--- config.mk ---
export PLATFORM = sky130hd
export DESIGN_NAME = fgt_bank
export DESIGN_NICKNAME = d
export VERILOG_FILES = /design/src/rtl/fgt_pkg.sv /design/src/rtl/fgt_trim_if.sv /design/src/rtl/fgt_trim_store.sv /design/src/rtl/fgt_trim_sel.sv /design/src/rtl/fgt_bank.sv
export SDC_FILE = /design/constraint.sdc
export NUM_CORES = 1
export LEC_CHECK = 0
export BUFFER_PORTS_ARGS = -buffer_cell sky130_fd_sc_hd__buf_4
export CAP_MARGIN = 20
export CELL_PAD_IN_SITES_DETAIL_PLACEMENT = 1
export CELL_PAD_IN_SITES_GLOBAL_PLACEMENT = 2
export CORE_UTILIZATION = 30
export CTS_CLUSTER_DIAMETER = 50
export DETAILED_ROUTE_END_ITERATION = 12
export GPL_ROUTABILITY_DRIVEN = 0
export PLACE_DENSITY_LB_ADDON = 0.1
export SYNTH_ARGS = -nofsm -noshare
export SYNTH_HDL_FRONTEND = slang
export SYNTH_SLANG_ARGS = --single-unit
--- constraint.sdc ---
create_clock -name pclk -period 4.1 [get_ports pclk]
set_clock_uncertainty 0.1 [all_clocks]
set_input_delay 0.41 -clock pclk [delete_from_list [all_inputs] [get_ports pclk]]
set_output_delay 0.41 -clock pclk [all_outputs]
set_load 0.02 [all_outputs]
--- src/rtl/fgt_pkg.sv ---
// Constants for the fine gain trim register bank
package fgt_pkg;
    // Printed offsets are not all multiples of four: they are indices, byte address = 4 * index
    localparam logic [11:0] IDX_CORE2_INPUT_A = 12'h362;
    localparam logic [11:0] IDX_CORE2_INPUT_B = 12'h363;
    localparam logic [11:0] IDX_CORE3_INPUT_C = 12'h364;
    localparam logic [11:0] IDX_CORE3_INPUT_D = 12'h365;
    localparam logic [11:0] IDX_CORE4         = 12'h366;
    localparam logic [11:0] IDX_CORE5         = 12'h367;
    localparam int          NUM_TRIMS         = 6;
    localparam int          REG_W             = 8;
    localparam int          TRIM_LSB          = 0;
    localparam int          TRIM_W            = 5;
    localparam logic [7:0]  RESV_RESET        = 8'h00;
    localparam int          ADDR_W            = 14;
    localparam int          FUSE_W            = NUM_TRIMS * TRIM_W;
    // Input pair selection codes for cores 2 and 3
    localparam logic [1:0]  SEL_PAIR_A        = 2'h0;
    localparam logic [1:0]  SEL_PAIR_B        = 2'h1;
    localparam logic [1:0]  SEL_PAIR_C        = 2'h2;
    localparam logic [1:0]  SEL_PAIR_D        = 2'h3;
endpackage : fgt_pkg

--- src/rtl/fgt_trim_if.sv ---
// Carrier between the register store and the trim selector
`timescale 1ns/10ps
`default_nettype none
interface fgt_trim_if;
    logic [fgt_pkg::NUM_TRIMS*fgt_pkg::TRIM_W-1:0] trims;
    modport store (output trims);
    modport sel   (input trims);
endinterface : fgt_trim_if
`default_nettype wire

--- src/rtl/fgt_trim_store.sv ---
// Trim register store with fuse-loaded defaults
`timescale 1ns/10ps
`default_nettype none
module fgt_trim_store (
    // Clock and reset
    input  wire logic                        pclk,
    input  wire logic                        presetn,
    input  wire logic                        clk_en,
    // Fuse store
    input  wire logic [fgt_pkg::FUSE_W-1:0]  fuse_trims,
    input  wire logic                        fuse_valid,
    // Write port
    input  wire logic [fgt_pkg::NUM_TRIMS-1:0] wr_en,
    input  wire logic [fgt_pkg::TRIM_W-1:0]  wr_data,
    // Stored values
    fgt_trim_if.store                        trim_out,
    output logic                             loaded
);
    logic [fgt_pkg::FUSE_W-1:0] trim_q, trim_d;
    logic                       loaded_q, loaded_d;

    always_comb begin
        trim_d   = trim_q;
        loaded_d = loaded_q;
        // RULE7 fuse default load
        if (!loaded_q && fuse_valid) begin
            trim_d   = fuse_trims;
            loaded_d = 1'b1;
        end else begin
            for (int i = 0; i < fgt_pkg::NUM_TRIMS; i++) begin
                // RULE9 write updates trim
                if (wr_en[i]) begin
                    trim_d[i*fgt_pkg::TRIM_W +: fgt_pkg::TRIM_W] = wr_data;
                end
            end
        end
    end

    always_ff @(posedge pclk or negedge presetn) begin
        if (!presetn) begin
            trim_q   <= '0;
            loaded_q <= 1'b0;
        end else if (clk_en) begin
            trim_q   <= trim_d;
            loaded_q <= loaded_d;
        end
    end

    assign trim_out.trims = trim_q;
    assign loaded         = loaded_q;
endmodule : fgt_trim_store
`default_nettype wire

--- src/rtl/fgt_trim_sel.sv ---
// Applies the stored trims to cores 2 and 3 by active input pair, and fixed trims to cores 4 and 5
`timescale 1ns/10ps
`default_nettype none
module fgt_trim_sel (
    // Clock and reset
    input  wire logic                        pclk,
    input  wire logic                        presetn,
    input  wire logic                        clk_en,
    // Selection
    input  wire logic [1:0]                  core2_input_sel,
    input  wire logic [1:0]                  core3_input_sel,
    fgt_trim_if.sel                          trim_in,
    // Applied trims
    output logic [fgt_pkg::TRIM_W-1:0]       core2_gain,
    output logic [fgt_pkg::TRIM_W-1:0]       core3_gain,
    output logic [fgt_pkg::TRIM_W-1:0]       core4_gain,
    output logic [fgt_pkg::TRIM_W-1:0]       core5_gain
);
    localparam int W = fgt_pkg::TRIM_W;
    logic [W-1:0] c2_q, c2_d, c3_q, c3_d, c4_q, c4_d, c5_q, c5_d;

    always_comb begin
        // RULE8 core 2 on pair A
        c2_d = trim_in.trims[0*W +: W];
        // RULE1 core 2 on pair B
        if (core2_input_sel == fgt_pkg::SEL_PAIR_B) begin
            c2_d = trim_in.trims[1*W +: W];
        end
        // RULE2 core 3 on pair C
        c3_d = trim_in.trims[2*W +: W];
        // RULE3 core 3 on pair D
        if (core3_input_sel == fgt_pkg::SEL_PAIR_D) begin
            c3_d = trim_in.trims[3*W +: W];
        end
        // RULE4 core 4 fixed
        c4_d = trim_in.trims[4*W +: W];
        // RULE5 core 5 fixed
        c5_d = trim_in.trims[5*W +: W];
    end

    always_ff @(posedge pclk or negedge presetn) begin
        if (!presetn) begin
            c2_q <= '0;
            c3_q <= '0;
            c4_q <= '0;
            c5_q <= '0;
        end else if (clk_en) begin
            c2_q <= c2_d;
            c3_q <= c3_d;
            c4_q <= c4_d;
            c5_q <= c5_d;
        end
    end

    assign core2_gain = c2_q;
    assign core3_gain = c3_q;
    assign core4_gain = c4_q;
    assign core5_gain = c5_q;
endmodule : fgt_trim_sel
`default_nettype wire

--- src/rtl/fgt_bank.sv ---
// Fine gain trim register bank with APB slave
// Functional notes
// RULE1 - Core 2 uses the input B trim at index 0x363 bits 4:0 while sampling pair B.
// RULE2 - Core 3 uses the trim at index 0x364 while sampling pair C.
// RULE3 - Core 3 uses the trim at index 0x365 while sampling pair D.
// RULE4 - Core 4 always uses the trim at index 0x366.
// RULE5 - Core 5 always uses the trim at index 0x367.
// RULE6 - Software keeps bits 7:5 at zero on every write.
// RULE7 - Default trim contents come from the fuse store, not a constant.
// RULE8 - Core 2 uses the trim at index 0x362 while sampling pair A.
// RULE9 - A write updates the applied trim and a read returns the stored value.
`timescale 1ns/10ps
`default_nettype none
module fgt_bank (
    // Clock and reset
    input  wire logic                        pclk,
    input  wire logic                        presetn,
    input  wire logic                        clk_en,
    // APB slave
    input  wire logic                        psel,
    input  wire logic                        penable,
    input  wire logic                        pwrite,
    input  wire logic [fgt_pkg::ADDR_W-1:0]  paddr,
    input  wire logic [31:0]                 pwdata,
    output logic [31:0]                      prdata,
    output logic                             pready,
    output logic                             pslverr,
    // Fuse store
    input  wire logic [fgt_pkg::FUSE_W-1:0]  fuse_trims,
    input  wire logic                        fuse_valid,
    // Input selection from the mux control
    input  wire logic [1:0]                  core2_input_sel,
    input  wire logic [1:0]                  core3_input_sel,
    // Applied trims
    output logic [fgt_pkg::TRIM_W-1:0]       core2_gain,
    output logic [fgt_pkg::TRIM_W-1:0]       core3_gain,
    output logic [fgt_pkg::TRIM_W-1:0]       core4_gain,
    output logic [fgt_pkg::TRIM_W-1:0]       core5_gain
);
    localparam int W = fgt_pkg::TRIM_W;

    fgt_trim_if trim_bus ();

    logic [fgt_pkg::NUM_TRIMS-1:0] hit;
    logic [fgt_pkg::NUM_TRIMS-1:0] wr_en;
    logic                          mapped;
    logic                          loaded;
    logic                          access;
    logic [31:0]                   rdata_d, rdata_q;
    logic                          err_d, err_q;
    logic                          ready_d, ready_q;
    logic [11:0]                   idx;

    assign idx    = paddr[13:2];
    assign access = psel && penable;

    // Address decode
    always_comb begin
        hit = '0;
        if (paddr[1:0] != 2'h0) begin
            hit = '0;
        end else if (idx == fgt_pkg::IDX_CORE2_INPUT_A) begin
            hit[0] = 1'b1;
        end else if (idx == fgt_pkg::IDX_CORE2_INPUT_B) begin
            hit[1] = 1'b1;
        end else if (idx == fgt_pkg::IDX_CORE3_INPUT_C) begin
            hit[2] = 1'b1;
        end else if (idx == fgt_pkg::IDX_CORE3_INPUT_D) begin
            hit[3] = 1'b1;
        end else if (idx == fgt_pkg::IDX_CORE4) begin
            hit[4] = 1'b1;
        end else if (idx == fgt_pkg::IDX_CORE5) begin
            hit[5] = 1'b1;
        end
    end
    assign mapped = |hit;

    // Ready trails the fuse load by one cycle so a stalled read recaptures
    assign pready = ready_q;
    // RULE9 write strobe
    assign wr_en  = (access && pwrite && ready_q && clk_en) ? hit : '0;

    fgt_trim_store u_store (
        .pclk       (pclk),
        .presetn    (presetn),
        .clk_en     (clk_en),
        .fuse_trims (fuse_trims),
        .fuse_valid (fuse_valid),
        .wr_en      (wr_en),
        .wr_data    (pwdata[fgt_pkg::TRIM_LSB +: W]),
        .trim_out   (trim_bus),
        .loaded     (loaded)
    );

    fgt_trim_sel u_sel (
        .pclk            (pclk),
        .presetn         (presetn),
        .clk_en          (clk_en),
        .core2_input_sel (core2_input_sel),
        .core3_input_sel (core3_input_sel),
        .trim_in         (trim_bus),
        .core2_gain      (core2_gain),
        .core3_gain      (core3_gain),
        .core4_gain      (core4_gain),
        .core5_gain      (core5_gain)
    );

    // Read data captured in setup and while stalled, valid in access phase
    always_comb begin
        rdata_d = rdata_q;
        err_d   = err_q;
        ready_d = loaded;
        if (psel && (!penable || !ready_q)) begin
            rdata_d = '0;
            err_d   = !mapped;
            for (int i = 0; i < fgt_pkg::NUM_TRIMS; i++) begin
                // RULE9 read stored value
                if (hit[i]) begin
                    rdata_d[fgt_pkg::REG_W-1:0] = {fgt_pkg::RESV_RESET[7:5],
                                                   trim_bus.trims[i*W +: W]};
                end
            end
        end
    end

    always_ff @(posedge pclk or negedge presetn) begin
        if (!presetn) begin
            rdata_q <= '0;
            err_q   <= 1'b0;
            ready_q <= 1'b0;
        end else if (clk_en) begin
            rdata_q <= rdata_d;
            err_q   <= err_d;
            ready_q <= ready_d;
        end
    end

    // RULE6 upper bits ignored, read as zero
    assign prdata  = (access && !pwrite) ? rdata_q : '0;
    assign pslverr = access && err_q;
endmodule : fgt_bank
`default_nettype wire

Word-level counts from Yosys, hierarchy flattened
Index checks and enable logic that the tools add are counted.
- reduce and logical (&&, ||, !) cells: 30
- order comparisons: 0
- mux-type cells: 29
- $mul: 0
- divide/modulo/power cells: 0
- add/subtract/negate cells: 0
- shifts and indexed selects: 0
- equality and inequality tests: 8
- bitwise operators: 0
- operators with widths (operator ; number):
    == test 12 x 10 -> 1 bit, second input constant ; 6
    2-to-1 mux 5 bit ; 10
    2-to-1 mux 8 bit ; 6
    2-to-1 mux 30 bit ; 1
    AND reduction 2 bit ; 8
    nonzero test 2 bit ; 7
    2-to-1 mux 6 bit ; 2
    logical AND 1 bit ; 8
    2-to-1 mux 1 bit ; 7
    OR reduction 6 bit ; 1
    zero test 1 bit ; 5
    2-to-1 mux 4 bit ; 1
    2-to-1 mux 3 bit ; 1
    == test 2 x 1 -> 1 bit, second input constant ; 1
    == test 2 bit, second input constant ; 1
    2-to-1 mux 2 bit ; 1
    logical OR 1 bit ; 1
- flip-flop bits (word level): 61
- word-level logic and storage cells: 81
- output and inout port bits: 54
- memory bits (read-only): 0
- latch bits: 0
- input port bits: 87
- memory bits (writable): 0
- memories: 0

Logic depth before layout (Yosys ltp)
- depth after elaboration: 14
- gate-level depth with buffers: 6

Hierarchy
A second synthesis with hierarchy kept.
- cell total of the unflattened synthesis: 374
- area total of the unflattened synthesis: 3729.8 um^2
- modules (own cells, without submodules) (module ; area each (um^2) ; cells each ; instances):
    fgt_trim_store ; 1794.2 ; 173 ; 1
    fgt_trim_sel ; 968.4 ; 77 ; 1
    fgt_bank ; 967.2 ; 124 ; 1

Least setup slack after synthesis
Ideal clock, no wire load.
- kind: in2reg
- start point: input port clk_en
- end point: register u_store.trim_q (netlist bit u_store.trim_out.trims[15])
- stages on the path: 5
- arrival: 1547 ps
- buffers on the path: 1
- required time: 3921 ps
- slack: 2373 ps
- path through: buf_4 -> and3_1 -> or3b_4 -> o21ai_4 -> mux2i_1
- longest elaborated chain between the ends: 4
- RTL lines (item ; RTL line ; text):
    start, declared ; fgt_bank.sv:18 ; input wire logic clk_en,
    logical AND 1 bit ; fgt_bank.sv:81 ; assign wr_en = (access && pwrite && ready_q && clk_en) ? hit : '0;
    2-to-1 mux 6 bit ; fgt_bank.sv:81 ;
    nonzero test 2 bit (no line) ; -- ;
    AND reduction 2 bit (no line) (*) ; -- ;
    end signal, assigned ; fgt_trim_store.sv:44 ; trim_q <= trim_d;
    end, declared ; fgt_trim_store.sv:19 ; logic [fgt_pkg::FUSE_W-1:0] trim_q, trim_d;
Every way passes the cells marked *; elsewhere a longest branch is shown, timed or not.
A chain may end at the register's enable or synchronous reset.

Worst setup path after layout
- start point: register u_store.loaded_q, in the netlist u_store.loaded
- end point: register u_store.trim_q (netlist bit u_store.trim_out.trims[7])
- longest elaborated chain between the ends: 4
- RTL lines (item ; RTL line ; text):
    start, declared ; fgt_trim_store.sv:20 ; logic loaded_q, loaded_d;
    start signal, assigned ; fgt_trim_store.sv:45 ; loaded_q <= loaded_d;
    zero test 1 bit (*) ; fgt_trim_store.sv:26 ; if (!loaded_q && fuse_valid) begin
    logical AND 1 bit (*) ; fgt_trim_store.sv:26 ;
    nonzero test 2 bit (no line) ; -- ;
    AND reduction 2 bit (no line) ; -- ;
Marked as above.

==> impl_metrics.json <==
{
  "status": "complete, no violations",
  "syn2layout_area_growth_pct": 25.9,
  "core_um2": 10400,
  "clk_path_buf_depth": 2,
  "first_iter_violations": 45,
  "ant_nets": 0,
  "cp-end-kind": "register",
  "powerDensity_nw_per_um2": 551,
  "slew_viol_final": 0,
  "ff_latch_area_um2": 1450,
  "io_buffers": 86,
  "syn_avg_cell_area_um2": 10.2,
  "cp_max_fo": 22,
  "ios": 141,
  "wl_met3_um": 344,
  "worstPathRequired_ns": 4.26,
  "place_area_um2": 3880,
  "cts_root_buf": "clkbuf_8",
  "start_util": 0.312,
  "hold_path_class": "in -> async",
  "critPathSlowestCell": "nor2b_2",
  "hold_slack_ns": 0.0366,
  "reg2reg_depth": 4,
  "grt_setup_unrepaired": "false",
  "n_antenna_cell": 0,
  "rows": 37,
  "cts_resized": 0,
  "setup_viol": 0,
  "clk_latency_ns": 0.34,
  "routed_wirelength_um": 9250,
  "post_route_cells_drive_above_1_share": 0.316,
  "cts_hold_buf": 0,
  "drc_errors": 0,
  "wl_per_cell_um": 17.1,
  "grt_pass1_vias": 2651,
  "cts_sinks": 58,
  "seq_area_frac_synth": 0.449,
  "grt_usage": 0.178,
  "die_area_um2": 11200,
  "ys_top_cells_by_area": "dfrtp_1 45%, mux2i_1 14%, a21oi_1 7.0%",
  "layout_min_cycle_time_ns": 2.49,
  "syn_inst": 318,
  "htreeDepth": 3,
  "peakVddDrop_mv": 0.274,
  "critPathMaxStageDelay_ns": 0.78,
  "hpwl_um": 6860,
  "fillers": 1217,
  "grt_max_degree": 59,
  "synth_top_area_frac": 0.449,
  "clk_pin_slew_ns": 0.07,
  "finalHoldViolations": 0,
  "min_period_over_period": 0.607,
  "leakage_nw": 1.91,
  "cts_buffers": 9,
  "critical_path_class": "reg -> reg",
  "synth-seq-cells": 58,
  "post-route-cell-area_um2": 4070,
  "multi_input_area_um2": 1500,
  "die_h_um": 106,
  "syn_area_um2": 3230,
  "first_pass_iters": 4,
  "synth_edf_count": 0,
  "grt_remaining_overflow": 0,
  "antenna_found_initial": 0,
  "cp-start-kind": "register",
  "drv_cap": 0,
  "fp.dieW_um": 106,
  "ys_async_sr_fraction": 1.00,
  "p_total_mw": 2.24,
  "cts_setup_buffers": 0,
  "final_nets": 487,
  "finalSetupTns_ns": 0,
  "vias": 2523,
  "dr_wl_met2_um": 4520,
  "clock.fmax_ghz": 0.402,
  "yosysUniqueCellTypes": 33,
  "grt_pass1_wl_um": 14700,
  "highest_layer": "met4",
  "wl_met1_um": 4260,
  "synth-main-ff-cell": "dfrtp_1",
  "relSlewSlack": 0.330,
  "yosysWarnings": 0,
  "synth_area_leader_cell": "dfrtp_1",
  "vias_per_cell": 4.66,
  "tightest_slew_ns": 1.00,
  "cts_tree": "done",
  "crit_chain": "nor2b_2, nand2_1, o21ai_2, mux2i_1",
  "critPathArrivalTime_ns": 2.65
}
==> layout by cell type, fill, tap and decap left out, types with 3 or more instances in the layout <==
cell	synthesis	final
nand2_1	12	12
a21oi_1	45	45
conb_1	1	27
and2_1	6	6
nor2_1	15	15
o31ai_1	5	5
o21ai_2	4	4
nor2b_1	8	7
nor3_1	4	4
clkbuf_8	0	11
mux2i_1	45	45
and3_1	3	3
dfrtp_1	58	58
o21ai_0	3	3
inv_1	30	30
mux2_2	13	13
buf_4	28	87
==> final timing paths <==
path | slack, ns | from | endpoint
max in group asynchronous | 3.34 | presetn | u_sel.core4_gain[2]
worst max-delay path | 1.61 | u_store.loaded | u_store.trim_out.trims[7]
worst min-delay path | 0.04 | presetn | u_sel.core2_gain[1]
worst max register to register | 1.61 | u_store.loaded | u_store.trim_out.trims[7]
worst min register to register | 0.38 | rdata_q[3] | rdata_q[3]
min in group pclk | 0.26 | fuse_trims[26] | u_store.trim_out.trims[26]
==> power by group <==
group / switching (mW) / leakage, nW / total [mW] / internal, mW
clock: 0.236 / 0.0924 / 0.488 / 0.251
combinational: 0.412 / 1.14 / 0.763 / 0.352
sequential: 0.178 / 0.677 / 0.988 / 0.810
==> layout make-up <==
cell class,instances,share of cell area
clock inverter,4,0.00646
inverter,30,0.0277
clock buffer,12,0.0382
multi-input combinational,214,0.368
sequential,58,0.357
tap,136,0.0418
timing repair buffer,87,0.161
==> sequential cells by signal, indices dropped and copies added, names as in the netlist, 5 cells and up <==
register                flops
u_sel.core2_gain            5
u_store.trim_out.trims     30
rdata_q                     5
u_sel.core4_gain            5
u_sel.core3_gain            5
u_sel.core5_gain            5
==> kinds of logic after synthesis <==
family          after synthesis  share of synthesized area
compound gates               65                      0.124
mux                          59                      0.192
buf+inv                      72                      0.118
flops                        58                      0.449
other cells                   1                    0.00116
simple gates                 63                      0.116
==> worst max-delay path: cells and delay by family (launching register included) <==
| kind | cells | cell delay [ns] |
|---|---|---|
| AOI/OAI and AO/OA | 1 | 0.36 |
| and+or+nand+nor | 2 | 1.31 |
| muxes | 1 | 0.24 |
| DFF | 1 | 0.39 |
==> routing by layer <==
metal / GRT usage / vias up
li1: - / 1202
met1: 0.240 / 1249
met2: 0.286 / 62
met3: 0.0260 / 10
met4: 0.0714 / 0
met5: 0 / -
==> synthesized netlist by cell type, drive strengths merged, types with 2 or more instances <==
cell    number
dfrtp       58
a21oi       45
mux2i       45
buf         33
inv         30
nor2        15
mux2        13
nand2       12
clkbuf       9
o21ai        9
nor2b        8
and2         6
o31ai        5
nand4        4
nor3         4
and3         3
a2111o       2
a211oi       2
a22o         2
nand2b       2
nand3        2
or3          2
==> metrics by stage <==
stage / setup WS, ns / cells / util
5_1_grt: 1.29 / 541 / 0.392
2_1_floorplan: 2.37 / 344 / -
4_1_cts: 1.51 / 541 / 0.392
6_report: 1.61 / 541 / 0.392
3_5_place_dp: 1.38 / 525 / 0.375
3_3_place_gp: 1.47 / 525 / 0.375
(Power assumes the default switching activity.)
